===== config.mk =====
export PLATFORM = sky130hd
export DESIGN_NAME = sci_socket_cmd
export DESIGN_NICKNAME = d
export VERILOG_FILES = /design/src/sci_pkg.sv /design/src/sci_socket_cmd.sv
export SDC_FILE = /design/constraint.sdc
export NUM_CORES = 1
export LEC_CHECK = 0
export BUFFER_PORTS_ARGS = -buffer_cell sky130_fd_sc_hd__buf_2
export CAP_MARGIN = 20
export CORE_UTILIZATION = 58
export DETAILED_ROUTE_END_ITERATION = 8
export GPL_TIMING_DRIVEN = 1
export PLACE_DENSITY = 0.84
export SETUP_SLACK_MARGIN = 0.15
export SYNTH_ARGS = -nofsm -noshare
export SYNTH_HDL_FRONTEND = slang
export SYNTH_SLANG_ARGS = --single-unit

===== constraint.sdc =====
create_clock -name aclk -period 6.6 [get_ports aclk]
set_clock_uncertainty 0.2 [all_clocks]
set_input_delay 1.32 -clock aclk [delete_from_list [all_inputs] [get_ports aclk]]
set_output_delay 1.32 -clock aclk [all_outputs]
set_load 0.02 [all_outputs]

===== src/sci_pkg.sv =====
// constants, register indices and carrier types for the socket command and event block
// assumes one socket instance per package user; indices become byte addresses times four
package sci_pkg;

  localparam int SCI_ADDR_W = 18;
  localparam int SCI_IDX_LSB = 2;

  // register indices, byte address is four times the index
  localparam logic [15:0] SCI_IDX_MODE = 16'h8200;
  localparam logic [15:0] SCI_IDX_CMD = 16'h8202;
  localparam logic [15:0] SCI_IDX_MASK = 16'h8204;
  localparam logic [15:0] SCI_IDX_FLAGS = 16'h8206;
  localparam logic [15:0] SCI_IDX_STATE = 16'h8208;
  localparam logic [15:0] SCI_IDX_KA = 16'h8210;
  localparam logic [15:0] SCI_IDX_DHAR0 = 16'h8212;
  localparam logic [15:0] SCI_IDX_DHAR1 = 16'h8214;
  localparam logic [15:0] SCI_IDX_DHAR2 = 16'h8216;
  localparam logic [15:0] SCI_IDX_GEN = 16'h8218;
  localparam logic [15:0] SCI_IDX_GPEND = 16'h821a;

  // command codes
  localparam logic [7:0] SCI_CMD_FIXED_SEND = 8'h21;
  localparam logic [7:0] SCI_CMD_KEEPALIVE = 8'h22;
  localparam logic [7:0] SCI_CMD_PPP_UP = 8'h23;
  localparam logic [7:0] SCI_CMD_PPP_DOWN = 8'h24;
  localparam logic [7:0] SCI_CMD_PPP_REQ = 8'h25;
  localparam logic [7:0] SCI_CMD_PPP_NAK = 8'h26;
  localparam logic [7:0] SCI_CMD_PPP_REJ = 8'h27;
  localparam logic [7:0] SCI_CMD_RX_CONSUMED = 8'h40;

  // protocol selection in the low nibble of the mode field
  localparam logic [3:0] SCI_MODE_TCP = 4'h1;
  localparam logic [3:0] SCI_MODE_UDP = 4'h2;
  localparam logic [3:0] SCI_MODE_IPRAW = 4'h3;
  localparam logic [3:0] SCI_MODE_MACRAW = 4'h4;
  localparam logic [3:0] SCI_MODE_PPPOE = 4'h5;

  // socket state codes
  localparam logic [7:0] SCI_STATE_RELEASED = 8'h00;
  localparam logic [7:0] SCI_STATE_CONNECTED = 8'h17;

  // event bit positions
  localparam int SCI_BIT_LINK_UP = 0;
  localparam int SCI_BIT_PEER_FIN = 1;
  localparam int SCI_BIT_RECEIVE = 2;
  localparam int SCI_BIT_TIMEOUT = 3;
  localparam int SCI_BIT_SEND_DONE = 4;
  localparam logic [7:0] SCI_PPP_BITS = 8'he0;

  localparam logic [7:0] SCI_MASK_RESET = 8'hff;
  localparam logic [7:0] SCI_FLAGS_RESET = 8'h00;
  localparam logic [7:0] SCI_KA_RESET = 8'h00;

  localparam logic [1:0] SCI_RESP_OKAY = 2'b00;
  localparam logic [1:0] SCI_RESP_SLVERR = 2'b10;

  // pulses and levels coming back from the protocol engine
  typedef struct packed {
    logic ka_ack;
    logic ka_fail;
    logic data_xfer;
    logic send_done;
    logic [7:0] events;
  } sci_evt_t;

  // one-cycle action pulses towards the protocol engine
  typedef struct packed {
    logic send_fixed;
    logic ka_probe;
    logic rx_consumed;
    logic ppp_up;
    logic ppp_down;
    logic ppp_req;
    logic ppp_nak;
    logic ppp_rej;
  } sci_act_t;

  typedef enum logic [1:0] {
    SCI_KA_IDLE = 2'b01,
    SCI_KA_WAIT = 2'b10
  } sci_ka_t;

endpackage : sci_pkg


===== src/sci_socket_cmd.sv =====
// socket command interpreter with event flags, event mask and interrupt roll-up
// assumes an axi4-lite master on aclk and a protocol engine answering the action pulses
//
// Register access over AXI4-Lite was decided locally.
`timescale 1ns/1ps
module sci_socket_cmd #(
  parameter int SOCKET_INDEX = 0,
  parameter int KA_TICK_CYCLES = 100
) (
  // clock and reset
  input wire logic aclk,
  input wire logic aresetn,
  // axi4-lite write
  input wire logic [sci_pkg::SCI_ADDR_W-1:0] s_awaddr,
  input wire logic s_awvalid,
  output logic s_awready,
  input wire logic [31:0] s_wdata,
  input wire logic [3:0] s_wstrb,
  input wire logic s_wvalid,
  output logic s_wready,
  output logic [1:0] s_bresp,
  output logic s_bvalid,
  input wire logic s_bready,
  // axi4-lite read
  input wire logic [sci_pkg::SCI_ADDR_W-1:0] s_araddr,
  input wire logic s_arvalid,
  output logic s_arready,
  output logic [31:0] s_rdata,
  output logic [1:0] s_rresp,
  output logic s_rvalid,
  input wire logic s_rready,
  // protocol engine
  input wire sci_pkg::sci_evt_t evt,
  input wire logic state_wr,
  input wire logic [7:0] state_val,
  output sci_pkg::sci_act_t act,
  output logic [47:0] dest_hw_addr_reg,
  // host interrupt
  output logic interrupt_n
);
  import sci_pkg::*;

  localparam int TICK_W = (KA_TICK_CYCLES > 1) ? $clog2(KA_TICK_CYCLES) : 1;

  if (SOCKET_INDEX < 0 || SOCKET_INDEX > 7) begin : g_bad_socket
    $error("socket index out of range");
  end
  if (KA_TICK_CYCLES < 1) begin : g_bad_tick
    $error("keepalive tick must be at least one cycle");
  end

  logic [7:0] socket_mode_field;
  logic [7:0] socket_event_mask;
  logic [7:0] socket_event_flags;
  logic [7:0] socket_state;
  logic [7:0] keepalive_interval;
  logic global_socket_enable;
  logic global_socket_pending;
  logic [SCI_ADDR_W-1:0] aw_addr;
  logic [31:0] w_data;
  logic [3:0] w_strb;
  logic data_seen;
  logic [TICK_W-1:0] tick_cnt;
  logic ka_tick;
  logic [7:0] idle_ticks;
  sci_ka_t ka_st;
  sci_act_t next_act;
  logic [7:0] next_flags;

  // ---------------- bus slave ----------------
  logic wr_fire;
  logic [15:0] wr_idx;
  logic wr_ok;
  logic [15:0] rd_idx;
  logic rd_ok;
  logic [31:0] rd_word;

  assign wr_fire = !s_awready && !s_wready && !s_bvalid;
  assign wr_idx = aw_addr[SCI_IDX_LSB +: 16];
  assign rd_idx = s_araddr[SCI_IDX_LSB +: 16];

  // map check, misaligned or unknown addresses answer slverr
  function automatic logic idx_known(input logic [15:0] idx, input logic [1:0] low);
    idx_known = (low == 2'b00) &&
      (idx == SCI_IDX_MODE || idx == SCI_IDX_CMD || idx == SCI_IDX_MASK || idx == SCI_IDX_FLAGS ||
       idx == SCI_IDX_STATE || idx == SCI_IDX_KA || idx == SCI_IDX_DHAR0 || idx == SCI_IDX_DHAR1 ||
       idx == SCI_IDX_DHAR2 || idx == SCI_IDX_GEN || idx == SCI_IDX_GPEND);
  endfunction : idx_known

  assign wr_ok = idx_known(wr_idx, aw_addr[1:0]);
  assign rd_ok = idx_known(rd_idx, s_araddr[1:0]);

  always_comb begin
    rd_word = 32'h0000_0000;
    case (rd_idx)
      SCI_IDX_MODE: rd_word[7:0] = socket_mode_field;
      SCI_IDX_MASK: rd_word[7:0] = socket_event_mask;
      SCI_IDX_FLAGS: rd_word[7:0] = socket_event_flags;
      SCI_IDX_STATE: rd_word[7:0] = socket_state;
      SCI_IDX_KA: rd_word[7:0] = keepalive_interval;
      SCI_IDX_DHAR0: rd_word[15:0] = dest_hw_addr_reg[47:32];
      SCI_IDX_DHAR1: rd_word[15:0] = dest_hw_addr_reg[31:16];
      SCI_IDX_DHAR2: rd_word[15:0] = dest_hw_addr_reg[15:0];
      SCI_IDX_GEN: rd_word[0] = global_socket_enable;
      SCI_IDX_GPEND: rd_word[0] = global_socket_pending;
      default: rd_word = 32'h0000_0000;
    endcase
  end

  always_ff @(posedge aclk) begin
    if (!aresetn) begin
      s_awready <= 1'b1;
      s_wready <= 1'b1;
      s_bvalid <= 1'b0;
      s_bresp <= SCI_RESP_OKAY;
      aw_addr <= '0;
      w_data <= 32'h0000_0000;
      w_strb <= 4'h0;
    end else begin
      if (s_awready && s_awvalid) begin
        s_awready <= 1'b0;
        aw_addr <= s_awaddr;
      end
      if (s_wready && s_wvalid) begin
        s_wready <= 1'b0;
        w_data <= s_wdata;
        w_strb <= s_wstrb;
      end
      if (wr_fire) begin
        s_bvalid <= 1'b1;
        s_bresp <= wr_ok ? SCI_RESP_OKAY : SCI_RESP_SLVERR;
      end else if (s_bvalid && s_bready) begin
        s_bvalid <= 1'b0;
        s_awready <= 1'b1;
        s_wready <= 1'b1;
      end
    end
  end

  always_ff @(posedge aclk) begin
    if (!aresetn) begin
      s_arready <= 1'b1;
      s_rvalid <= 1'b0;
      s_rdata <= 32'h0000_0000;
      s_rresp <= SCI_RESP_OKAY;
    end else if (s_arready && s_arvalid) begin
      s_arready <= 1'b0;
      s_rvalid <= 1'b1;
      s_rdata <= rd_word;
      s_rresp <= rd_ok ? SCI_RESP_OKAY : SCI_RESP_SLVERR;
    end else if (s_rvalid && s_rready) begin
      s_rvalid <= 1'b0;
      s_arready <= 1'b1;
    end
  end

  // ---------------- configuration registers ----------------
  logic lo_wr;
  logic hi_wr;
  assign lo_wr = wr_fire && w_strb[0];
  assign hi_wr = wr_fire && w_strb[1];

  always_ff @(posedge aclk) begin
    if (!aresetn) begin
      socket_mode_field <= 8'h00;
      socket_event_mask <= SCI_MASK_RESET;
      keepalive_interval <= SCI_KA_RESET;
      global_socket_enable <= 1'b0;
    end else if (lo_wr) begin
      if (wr_idx == SCI_IDX_MODE) begin
        socket_mode_field <= w_data[7:0];
      end
      if (wr_idx == SCI_IDX_MASK) begin
        socket_event_mask <= w_data[7:0];
      end
      if (wr_idx == SCI_IDX_KA) begin
        keepalive_interval <= w_data[7:0];
      end
      if (wr_idx == SCI_IDX_GEN) begin
        global_socket_enable <= w_data[0];
      end
    end
  end

  always_ff @(posedge aclk) begin
    if (!aresetn) begin
      dest_hw_addr_reg <= 48'h0000_0000_0000;
    end else begin
      if (lo_wr && wr_idx == SCI_IDX_DHAR0) dest_hw_addr_reg[39:32] <= w_data[7:0];
      if (hi_wr && wr_idx == SCI_IDX_DHAR0) dest_hw_addr_reg[47:40] <= w_data[15:8];
      if (lo_wr && wr_idx == SCI_IDX_DHAR1) dest_hw_addr_reg[23:16] <= w_data[7:0];
      if (hi_wr && wr_idx == SCI_IDX_DHAR1) dest_hw_addr_reg[31:24] <= w_data[15:8];
      if (lo_wr && wr_idx == SCI_IDX_DHAR2) dest_hw_addr_reg[7:0] <= w_data[7:0];
      if (hi_wr && wr_idx == SCI_IDX_DHAR2) dest_hw_addr_reg[15:8] <= w_data[15:8];
    end
  end

  // ---------------- command decode ----------------
  logic cmd_wr;
  logic [7:0] cmd_code;
  logic is_tcp;
  logic is_udp_raw;
  logic ppp_ok;
  logic is_open;
  logic is_connected;
  logic auto_probe;

  assign cmd_wr = lo_wr && wr_idx == SCI_IDX_CMD;
  assign cmd_code = w_data[7:0];
  assign is_tcp = socket_mode_field[3:0] == SCI_MODE_TCP;
  assign is_udp_raw = socket_mode_field[3:0] == SCI_MODE_UDP || socket_mode_field[3:0] == SCI_MODE_IPRAW;
  assign ppp_ok = SOCKET_INDEX == 0 && socket_mode_field[3:0] == SCI_MODE_PPPOE;
  assign is_open = socket_state != SCI_STATE_RELEASED;
  assign is_connected = socket_state == SCI_STATE_CONNECTED;

  always_comb begin
    next_act = '0;
    if (cmd_wr) begin
      case (cmd_code)
        SCI_CMD_FIXED_SEND: next_act.send_fixed = is_udp_raw && is_open;
        SCI_CMD_KEEPALIVE: next_act.ka_probe = is_tcp && is_connected && data_seen &&
                                               keepalive_interval == SCI_KA_RESET && ka_st == SCI_KA_IDLE;
        SCI_CMD_RX_CONSUMED: next_act.rx_consumed = is_open;
        SCI_CMD_PPP_UP: next_act.ppp_up = ppp_ok;
        SCI_CMD_PPP_DOWN: next_act.ppp_down = ppp_ok;
        SCI_CMD_PPP_REQ: next_act.ppp_req = ppp_ok;
        SCI_CMD_PPP_NAK: next_act.ppp_nak = ppp_ok;
        SCI_CMD_PPP_REJ: next_act.ppp_rej = ppp_ok;
        default: next_act = '0;
      endcase
    end
    if (auto_probe) begin
      next_act.ka_probe = 1'b1;
    end
  end

  always_ff @(posedge aclk) begin
    if (!aresetn) begin
      act <= '0;
    end else begin
      act <= next_act;
    end
  end

  // ---------------- keepalive ----------------
  always_ff @(posedge aclk) begin
    if (!aresetn) begin
      tick_cnt <= '0;
      ka_tick <= 1'b0;
    end else if (tick_cnt == TICK_W'(KA_TICK_CYCLES - 1)) begin
      tick_cnt <= '0;
      ka_tick <= 1'b1;
    end else begin
      tick_cnt <= tick_cnt + 1'b1;
      ka_tick <= 1'b0;
    end
  end

  // data exchange seen on this connection
  always_ff @(posedge aclk) begin
    if (!aresetn) begin
      data_seen <= 1'b0;
    end else if (!is_open) begin
      data_seen <= evt.data_xfer;
    end else if (evt.data_xfer) begin
      data_seen <= 1'b1;
    end
  end

  assign auto_probe = is_tcp && is_connected && data_seen && keepalive_interval != SCI_KA_RESET &&
                      ka_st == SCI_KA_IDLE && ka_tick && idle_ticks >= keepalive_interval && !cmd_wr;

  always_ff @(posedge aclk) begin
    if (!aresetn) begin
      idle_ticks <= 8'h00;
    end else if (evt.data_xfer || next_act.ka_probe || !is_connected) begin
      idle_ticks <= 8'h00;
    end else if (ka_tick && idle_ticks != 8'hff) begin
      idle_ticks <= idle_ticks + 1'b1;
    end
  end

  logic ka_failed;
  assign ka_failed = ka_st == SCI_KA_WAIT && evt.ka_fail;

  always_ff @(posedge aclk) begin
    if (!aresetn) begin
      ka_st <= SCI_KA_IDLE;
    end else begin
      case (ka_st)
        SCI_KA_IDLE: if (next_act.ka_probe) ka_st <= SCI_KA_WAIT;
        // ack returns to idle, state untouched
        SCI_KA_WAIT: if (evt.ka_ack || evt.ka_fail) ka_st <= SCI_KA_IDLE;
        default: ka_st <= SCI_KA_IDLE;
      endcase
    end
  end

  always_ff @(posedge aclk) begin
    if (!aresetn) begin
      socket_state <= SCI_STATE_RELEASED;
    end else if (ka_failed) begin
      socket_state <= SCI_STATE_RELEASED;
    end else if (state_wr) begin
      socket_state <= state_val;
    end
  end

  // ---------------- event flags ----------------
  logic [7:0] raw_evt;
  logic [7:0] set_vec;
  logic [7:0] clr_vec;
  logic [7:0] next_mask;

  always_comb begin
    raw_evt = evt.events;
    raw_evt[SCI_BIT_TIMEOUT] = evt.events[SCI_BIT_TIMEOUT] || ka_failed;
    raw_evt[SCI_BIT_SEND_DONE] = evt.events[SCI_BIT_SEND_DONE] || evt.send_done;
  end

  assign set_vec = raw_evt & socket_event_mask & (ppp_ok ? 8'hff : ~SCI_PPP_BITS);
  assign clr_vec = (lo_wr && wr_idx == SCI_IDX_FLAGS) ? w_data[7:0] : 8'h00;
  // set wins over a same-cycle clear
  assign next_flags = (socket_event_flags & ~clr_vec) | set_vec;
  // mask as it stands after this edge, so pending tracks a mask write
  assign next_mask = (lo_wr && wr_idx == SCI_IDX_MASK) ? w_data[7:0] : socket_event_mask;

  always_ff @(posedge aclk) begin
    if (!aresetn) begin
      socket_event_flags <= SCI_FLAGS_RESET;
    end else begin
      socket_event_flags <= next_flags;
    end
  end

  always_ff @(posedge aclk) begin
    if (!aresetn) begin
      global_socket_pending <= 1'b0;
    end else begin
      global_socket_pending <= |(next_flags & next_mask);
    end
  end

  always_ff @(posedge aclk) begin
    if (!aresetn) begin
      interrupt_n <= 1'b1;
    end else begin
      interrupt_n <= !(global_socket_pending && global_socket_enable);
    end
  end

  // ---------------- checks ----------------
  AST_FIXED_SEND: assert property (@(posedge aclk) disable iff (!aresetn)
    act.send_fixed |-> $past(cmd_wr && cmd_code == SCI_CMD_FIXED_SEND && is_udp_raw))
    else $error("fixed send outside udp or raw mode");
  AST_KA_TCP: assert property (@(posedge aclk) disable iff (!aresetn)
    act.ka_probe |-> $past(is_tcp && is_connected && data_seen))
    else $error("keepalive probe without tcp connection and data");
  AST_KA_IGNORE: assert property (@(posedge aclk) disable iff (!aresetn)
    (cmd_wr && cmd_code == SCI_CMD_KEEPALIVE && keepalive_interval != SCI_KA_RESET) |=> !act.ka_probe)
    else $error("manual keepalive honoured with nonzero interval");
  AST_KA_FAIL: assert property (@(posedge aclk) disable iff (!aresetn)
    ka_failed |=> socket_state == SCI_STATE_RELEASED && (socket_event_flags[SCI_BIT_TIMEOUT] ||
                                                         !$past(socket_event_mask[SCI_BIT_TIMEOUT])))
    else $error("failed probe did not release socket");
  AST_KA_ACK: assert property (@(posedge aclk) disable iff (!aresetn)
    (ka_st == SCI_KA_WAIT && evt.ka_ack && !evt.ka_fail && !state_wr) |=> socket_state == $past(socket_state))
    else $error("acknowledged probe changed state");
  AST_SET_MASKED: assert property (@(posedge aclk) disable iff (!aresetn)
    1'b1 |=> (socket_event_flags & ~$past(socket_event_flags) & ~$past(socket_event_mask)) == 8'h00)
    else $error("flag set while masked out");
  AST_PPP_GATE: assert property (@(posedge aclk) disable iff (!aresetn)
    !ppp_ok |=> (socket_event_flags & ~$past(socket_event_flags) & SCI_PPP_BITS) == 8'h00)
    else $error("ppp flag set outside pppoe socket");
  AST_PENDING: assert property (@(posedge aclk) disable iff (!aresetn)
    global_socket_pending == |(socket_event_flags & socket_event_mask))
    else $error("pending disagrees with masked flags");
  AST_IRQ: assert property (@(posedge aclk) disable iff (!aresetn)
    (global_socket_pending && global_socket_enable) |=> !interrupt_n)
    else $error("interrupt not asserted");
  AST_W1C: assert property (@(posedge aclk) disable iff (!aresetn)
    (clr_vec != 8'h00) |=> (socket_event_flags & $past(clr_vec) & ~$past(set_vec)) == 8'h00)
    else $error("written one did not clear flag");
  AST_SEND_DONE: assert property (@(posedge aclk) disable iff (!aresetn)
    (evt.send_done && socket_event_mask[SCI_BIT_SEND_DONE]) |=> socket_event_flags[SCI_BIT_SEND_DONE])
    else $error("send completion not flagged");
  AST_PPP_CMD: assert property (@(posedge aclk) disable iff (!aresetn)
    (act.ppp_up || act.ppp_down || act.ppp_req || act.ppp_nak || act.ppp_rej) |-> $past(ppp_ok))
    else $error("ppp command outside pppoe socket");

  COV_FIXED: cover property (@(posedge aclk) disable iff (!aresetn) act.send_fixed);
  COV_AUTO_KA: cover property (@(posedge aclk) disable iff (!aresetn) auto_probe ##[1:50] evt.ka_ack);
  COV_KA_FAIL: cover property (@(posedge aclk) disable iff (!aresetn) ka_failed);
  COV_IRQ: cover property (@(posedge aclk) disable iff (!aresetn) $fell(interrupt_n));

endmodule : sci_socket_cmd


==> impl_metrics.env, run 1 <==
export IMPL_dr_max_layer_used="met4"
export IMPL_clockBufferDepth=2
export IMPL_max_stage_delay_ns=0.95
export IMPL_die_w_um=119
export IMPL_max_freq_ghz=0.277
export IMPL_rows=42
export IMPL_numCtsBuffers=17
export IMPL_detail_route_antenna_nets=0
export IMPL_first_pass_iters=7
export IMPL_crit_type="in2reg"
export IMPL_multi_input_area_um2=4100
export IMPL_largest_reg_flops=48
export IMPL_syn_area_per_cell_um2=8.60
export IMPL_worstMarginPinSlew_ns=1.08
export IMPL_syn_cell_area_um2=8000
export IMPL_fill_cells=1110
export IMPL_cp_arrival_ns=3.78
export IMPL_worstReg2RegEnd="dest_hw_addr_reg[12]$_SDFFE_PN0P_"
export IMPL_cts_tree="yes"
export IMPL_drcViolationCount=0
export IMPL_min_path_type="reg2reg"
export IMPL_cts_setup_buffers=0
export IMPL_slew_violations=0
export IMPL_wl_per_cell_um=17.6
export IMPL_rsz0062_at_grt="no"
export IMPL_wl_met1_mm=8.86
export IMPL_avgViaCountPerCell=5.89
export IMPL_synth_ff_type="dfxtp_1"
export IMPL_antenna_cells=0
export IMPL_synth_edf_count=0
export IMPL_initial_utilization=0.600
export IMPL_design_area_um2=9380
export IMPL_synth_top_area_cell="dfxtp_1"
export IMPL_min_period_ns=3.62
export IMPL_wl_met3_mm=2.01
export IMPL_clockRootBuffer="clkbuf_16"
export IMPL_reg2regPathDepth=6
export IMPL_clkTransAtPathRegs_ns=0.06
export IMPL_regArea_um2=3540
export IMPL_antenna_found_initial=0
export IMPL_yosysUniqueCellTypes=62
export IMPL_clock_latency_ns=0.42
export IMPL_first_global_vias=6628
export IMPL_critPathMaxFanout=16
export IMPL_maxCapViolations=0
export IMPL_status="completed"
export IMPL_yosys_warnings=0
export IMPL_cts_hold_buf=0
export IMPL_syn_to_final_growth_pct=17.1
export IMPL_die_area_um2=14300
export IMPL_reg2reg_from="s_wready$_SDFF_PN1_"
export IMPL_initialDrtViolationCount=734
export IMPL_synth_top_area_frac=0.443
export IMPL_die_h_um=119
export IMPL_yosysSeqAreaShare=0.443
export IMPL_finalWirelength_mm=21.8
export IMPL_ys_top_cells_by_area="dfxtp_1 (44%), a21boi_0 (9.6%), nand2_1 (8.9%), nand3_1 (6.0%), clkbuf_1 (2.1%)"
export IMPL_p_leak_nw=3.78
export IMPL_grt_overflow_total=0
export IMPL_async_flop_share=0
export IMPL_cp_cell_sequence="buf_2 > nor4b_1 > nand3_1 > nor4_4 > a22o_1 > a221oi_1 > nand3_1 > o2111a_1"
export IMPL_cp_endpoint="s_rdata[0]$_SDFFE_PN0P_"
export IMPL_core_um2=13300
export IMPL_wl_met2_mm=10.4
export IMPL_finalHoldViolCount=0
export IMPL_gp_congestion=0.912
export IMPL_track_usage=0.309
export IMPL_slowest_stage="nor4_4"
export IMPL_crit_required_ns=6.77
export IMPL_finalSetupViolCount=0
export IMPL_place_area_um2=8780
export IMPL_io_pins=198
export IMPL_startpoint_type="input pin"
export IMPL_drive_above_1_share=0.198
export IMPL_nNetsFinal=1165
export IMPL_cp_depth=8
export IMPL_h_tree_depth=4
export IMPL_synth_cells=931
export IMPL_cp_top_family="simple AND/OR/NAND/NOR gates"
export IMPL_grt_max_degree=99
export IMPL_portBuffers=161
export IMPL_period_share=0.548
export IMPL_r2r_slack_ns=3.62
export IMPL_peakVddDrop_mv=0.170
export IMPL_cp_buffers_inverters=1
export IMPL_cpMostUsedCell="nand3_1"
export IMPL_grt_pass1_wl_mm=34.3
export IMPL_vias=7325
export IMPL_relSlewSlack=0.277
export IMPL_place_hpwl_mm=14.9
export IMPL_finalSetupTns_ns=0
export IMPL_synth_ff_latch_count=177
export IMPL_clkSinkCount=177
export IMPL_cts_resized=0
export IMPL_crit_start="s_araddr[15]"
export IMPL_cp_end_kind="flop"
export IMPL_cellPowerDensity_nw_per_um2=247
[routing by layer]
metal / global-route usage / vias up
met5: 0 / -
met4: 0.123 / 0
met3: 0.0857 / 51
met2: 0.504 / 356
met1: 0.384 / 3412
li1: - / 3506
[area by class of cell]
class | instances | share of cell area
Clock buffer | 26 | 0.0532
Clock inverter | 5 | 0.0107
Inverter | 14 | 0.00561
Multi-Input combinational cell | 677 | 0.437
Sequential cell | 177 | 0.378
Tap cell | 176 | 0.0235
Timing Repair Buffer | 168 | 0.0922
[stage by stage]
stage / std cells / utilization / hold slack (ns) / total power, W / setup slack [ns]
after CTS: 1243 / 0.702 / 0.263 / 0.00232 / 3.00
after global routing: 1243 / 0.702 / 0.264 / 0.00240 / 2.77
final: 1243 / 0.702 / 0.249 / 0.00231 / 2.98
after global placement: 1211 / 0.657 / 0.243 / 0.00131 / 2.55
after detailed placement: 1212 / 0.657 / 0.250 / 0.00131 / 2.60
after floorplan: 948 / - / 0.180 / 0.00126 / 3.49
[worst min path at each step]
stage,from,end,slack (ns),depth (start not counted)
floorplan,global_socket_enable$_SDFFE_PN0P_,interrupt_n$_SDFF_PN1_,0.18,1
global placement,tick_cnt[0]$_SDFF_PP0_,tick_cnt[0]$_SDFF_PP0_,0.24,1
detailed placement,global_socket_pending$_SDFF_PN0_,interrupt_n$_SDFF_PN1_,0.25,1
CTS,w_strb[1]$_SDFFE_PN0P_,w_strb[1]$_SDFFE_PN0P_,0.26,2
global route,global_socket_pending$_SDFF_PN0_,interrupt_n$_SDFF_PN1_,0.26,1
finish,global_socket_pending$_SDFF_PN0_,interrupt_n$_SDFF_PN1_,0.25,1
[cell usage after synthesis (all sizes together) (2+ instances only)]
cell    instances
buf            35
a21o            2
o21ai          18
or4             2
and2            9
a31oi           2
ha             10
inv            14
a222oi          7
nand3b          4
a21oi          11
or3             3
a22oi          20
nor4b           9
o21a            4
nand3          97
a21boi        102
a221oi         10
xnor2           7
nand4           3
clkbuf         45
o22ai           3
nor2b          14
a22o           15
a32oi           2
nand2         190
o211a           8
and4            2
xor2            4
nor3b           3
nor4           11
o211ai          2
nor3           15
mux2i          15
and3            7
dfxtp         177
nand2b          5
nor2           32
[cell families after synthesis]
logic type | count (synthesis) | synth area share
compound gates | 212 | 0.201
flops | 177 | 0.443
simple gates | 411 | 0.254
fa+ha+maj | 10 | 0.0156
buf+inv | 94 | 0.0547
mux | 15 | 0.0188
xor+xnor | 11 | 0.0120
other cells | 1 | 0.000469
[layout by cell type (no fill, tap or decap), types with 4 or more instances in the layout]
| cell | n |
|---|---|
| a222oi_1 | 7 |
| nand3_1 | 96 |
| nand3b_1 | 4 |
| buf_4 | 7 |
| clkbuf_16 | 17 |
| a22oi_1 | 20 |
| xor2_1 | 4 |
| and2_1 | 9 |
| a22o_1 | 15 |
| a221oi_1 | 10 |
| nor4b_1 | 5 |
| buf_2 | 160 |
| dfxtp_1 | 177 |
| inv_1 | 14 |
| o211a_1 | 8 |
| nor4_1 | 7 |
| ha_1 | 10 |
| o21ai_0 | 17 |
| and3_1 | 7 |
| clkbuf_8 | 4 |
| a21boi_0 | 102 |
| nor3_1 | 12 |
| conb_1 | 18 |
| nand2_1 | 190 |
| nor2b_1 | 14 |
| nand2b_1 | 5 |
| clkbuf_1 | 5 |
| nor2_1 | 32 |
| xnor2_1 | 7 |
| a21oi_1 | 11 |
| o21a_1 | 4 |
| mux2i_1 | 15 |
[power breakdown]
group          switching, W  leakage [nW]  internal (W)  total, W
clock              0.000390         0.294      0.000633   0.00102
combinational     0.0000938          2.05     0.0000640  0.000158
sequential        0.0000369          1.44       0.00110   0.00113
Power figures use the tool's default switching activity.
==> run 2, diff against run 1 <==
--- a/config.mk
+++ b/config.mk
@@ -7,10 +7,10 @@
 export LEC_CHECK = 0
 export BUFFER_PORTS_ARGS = -buffer_cell sky130_fd_sc_hd__buf_2
 export CAP_MARGIN = 20
-export CORE_UTILIZATION = 58
+export CORE_UTILIZATION = 54
 export DETAILED_ROUTE_END_ITERATION = 8
 export GPL_TIMING_DRIVEN = 1
-export PLACE_DENSITY = 0.84
+export PLACE_DENSITY = 0.79
 export SETUP_SLACK_MARGIN = 0.15
 export SYNTH_ARGS = -nofsm -noshare
 export SYNTH_HDL_FRONTEND = slang
==> constraint.sdc (replaced) <==
create_clock -name aclk -period 3.35 [get_ports aclk]
set_clock_uncertainty 0.2 [all_clocks]
set_input_delay 0.67 -clock aclk [delete_from_list [all_inputs] [get_ports aclk]]
set_output_delay 0.67 -clock aclk [all_outputs]
set_load 0.02 [all_outputs]
==> impl_metrics.env, run 2 (synthesis gave the netlist of run 1 again) <==
export IMPL_status="completed"
export IMPL_whs_ns=0.240
export IMPL_cts_hold_buf=0
export IMPL_regArea_um2=3540
export IMPL_largest_reg_flops=48
export IMPL_antenna_cells=0
export IMPL_crit_required_ns=3.46
export IMPL_gr_usage_met1=0.367
export IMPL_multi_input_area_um2=4100
export IMPL_grt_max_degree=101
export IMPL_cts_setup_buffers=0
export IMPL_cp_top_family="simple AND/OR/NAND/NOR gates"
export IMPL_max_stage_delay_ns=0.42
export IMPL_crit_type="reg2reg"
export IMPL_grt_busiest_layer="met2"
export IMPL_syn_to_final_growth_pct=18.4
export IMPL_cp_cell_sequence="nor3_1 > buf_4 > and4_1 > and3_1 > nand2_1 > a32oi_1 > o22ai_1 > o41a_1"
export IMPL_nNetsFinal=1178
export IMPL_swShare=0.228
export IMPL_relSlewSlack=0.398
export IMPL_cp_end_kind="flop"
export IMPL_portBuffers=161
export IMPL_final_cell_mix="nand2_1 (190), dfxtp_1 (177), buf_2 (160), a21boi_0 (102), nand3_1 (96)"
export IMPL_finalHoldViolCount=0
export IMPL_worstMarginPinSlew_ns=0.891
export IMPL_die_h_um=124
export IMPL_antenna_found_initial=0
export IMPL_rows=44
export IMPL_fill_cells=1239
export IMPL_die_w_um=124
export IMPL_clock_latency_ns=0.43
export IMPL_peakVddDrop_mv=0.338
export IMPL_clkTransAtPathRegs_ns=0.06
export IMPL_rsz0062_at_grt="no"
export IMPL_detail_route_antenna_nets=0
export IMPL_pwr_share_seq=0.490
export IMPL_power_switching_w=0.00103
export IMPL_first_pass_iters=5
export IMPL_place_hpwl_mm=15.4
export IMPL_h_tree_depth=4
export IMPL_startpoint_type="flop"
export IMPL_numCtsBuffers=17
export IMPL_layout_cells_non_filler=1263
export IMPL_max_freq_ghz=0.380
export IMPL_slowest_stage="and3_1"
export IMPL_core_um2=14500
export IMPL_grt_overflow_total=0
export IMPL_avgViaCountPerCell=5.83
export IMPL_io_pins=198
export IMPL_first_global_vias=6614
export IMPL_period_share=0.785
export IMPL_drive_above_1_share=0.207
export IMPL_clockPowerShare=0.440
export IMPL_slew_violations=0
export IMPL_cts_tree="yes"
export IMPL_die_area_um2=15300
export IMPL_track_usage=0.290
export IMPL_critPathMaxFanout=8
export IMPL_cellPowerDensity_nw_per_um2=480
export IMPL_maxCapViolations=0
export IMPL_cts_resized=0
export IMPL_grtUsageMet2=0.452
export IMPL_clockBufferDepth=2
export IMPL_initial_utilization=0.553
export IMPL_finalWirelength_mm=21.7
export IMPL_p_total_w=0.00455
export IMPL_drcViolationCount=0
export IMPL_vias=7363
export IMPL_clockRootBuffer="clkbuf_16"
export IMPL_grt_pass1_wl_mm=33.6
export IMPL_cp_buffers_inverters=1
export IMPL_gp_congestion=0.914
export IMPL_final_common_cell="nand2_1"
export IMPL_combPwrFrac=0.070
export IMPL_finalSetupViolCount=0
export IMPL_met3_usage=0.0810
export IMPL_wl_per_cell_um=17.2
export IMPL_min_path_type="in2reg"
export IMPL_initialDrtViolationCount=531
export IMPL_p_leak_nw=3.84
export IMPL_cp_arrival_ns=2.74
export IMPL_dp_cells=1233
export IMPL_finalSetupTns_ns=0
export IMPL_p_int_w=0.00351
export IMPL_clkSinkCount=177
export IMPL_min_period_ns=2.63
run 2: cell types whose count changed in the layout (fill, tap and decap cells not counted), sizes merged:
| cell | change |
|---|---|
| buf | +13 |
| clkbuf | -1 |
| clkinv | -1 |
| clkinvlp | +1 |
run 2: path summary, 6_finish.rpt:
kind | startpoint | depth (start not counted) | slack (ns) | end
max | s_wready$_SDFF_PN1_ | 8 | 0.72 | global_socket_pending$_SDFF_PN0_
min | s_wvalid | 2 | 0.24 | s_wready$_SDFF_PN1_
max reg2reg | s_wready$_SDFF_PN1_ | 8 | 0.72 | global_socket_pending$_SDFF_PN0_
min reg2reg | w_strb[1]$_SDFFE_PN0P_ | 2 | 0.26 | w_strb[1]$_SDFFE_PN0P_
run 2: area by class of cell:
class                   instances  share of cell area
clock buffers                  25              0.0512
well taps                     184              0.0243
clock inverters                 5              0.0108
repair buffers                181               0.102
flip-flops and latches        177               0.374
multi-input cells             677               0.432
inverters                      14             0.00554
run 2: power by group through the flow:
stage | Combinational [W] | Clock (W) | Sequential [W]
detailed placement | 0.000318 | 0 | 0.00227
global placement | 0.000315 | 0 | 0.00227
floorplan | 0.000224 | 0 | 0.00225
CTS | 0.000320 | 0.00202 | 0.00222
global route | 0.000355 | 0.00211 | 0.00223
finish | 0.000320 | 0.00200 | 0.00223
run 2: metrics by stage:
| step | instance area (um^2) | setup slack [ns] | utilization |
|---|---|---|---|
| final | 9480 | 0.719 | 0.655 |
| after floorplan | 8070 | 0.895 | - |
| after global placement | 8890 | 0.481 | 0.614 |
| after detailed placement | 8890 | 0.463 | 0.614 |
| after CTS | 9480 | 0.732 | 0.655 |
| after global routing | 9480 | 0.459 | 0.655 |
run 2: per-layer routing:
metal	routed length, um	vias to the layer above
li1	-	3536
met1	8920	3428
met2	10100	337
met3	1900	62
met4	768	0
met5	0	-
run 2: worst reg2reg max path, delay by kind of cell (launching register included):
kind,cells,cell delay [ns]
AND/OR/NAND/NOR,4,1.05
AO/OA/AOI/OAI,3,0.77
flip-flops,1,0.34
buffers and inverters,1,0.15
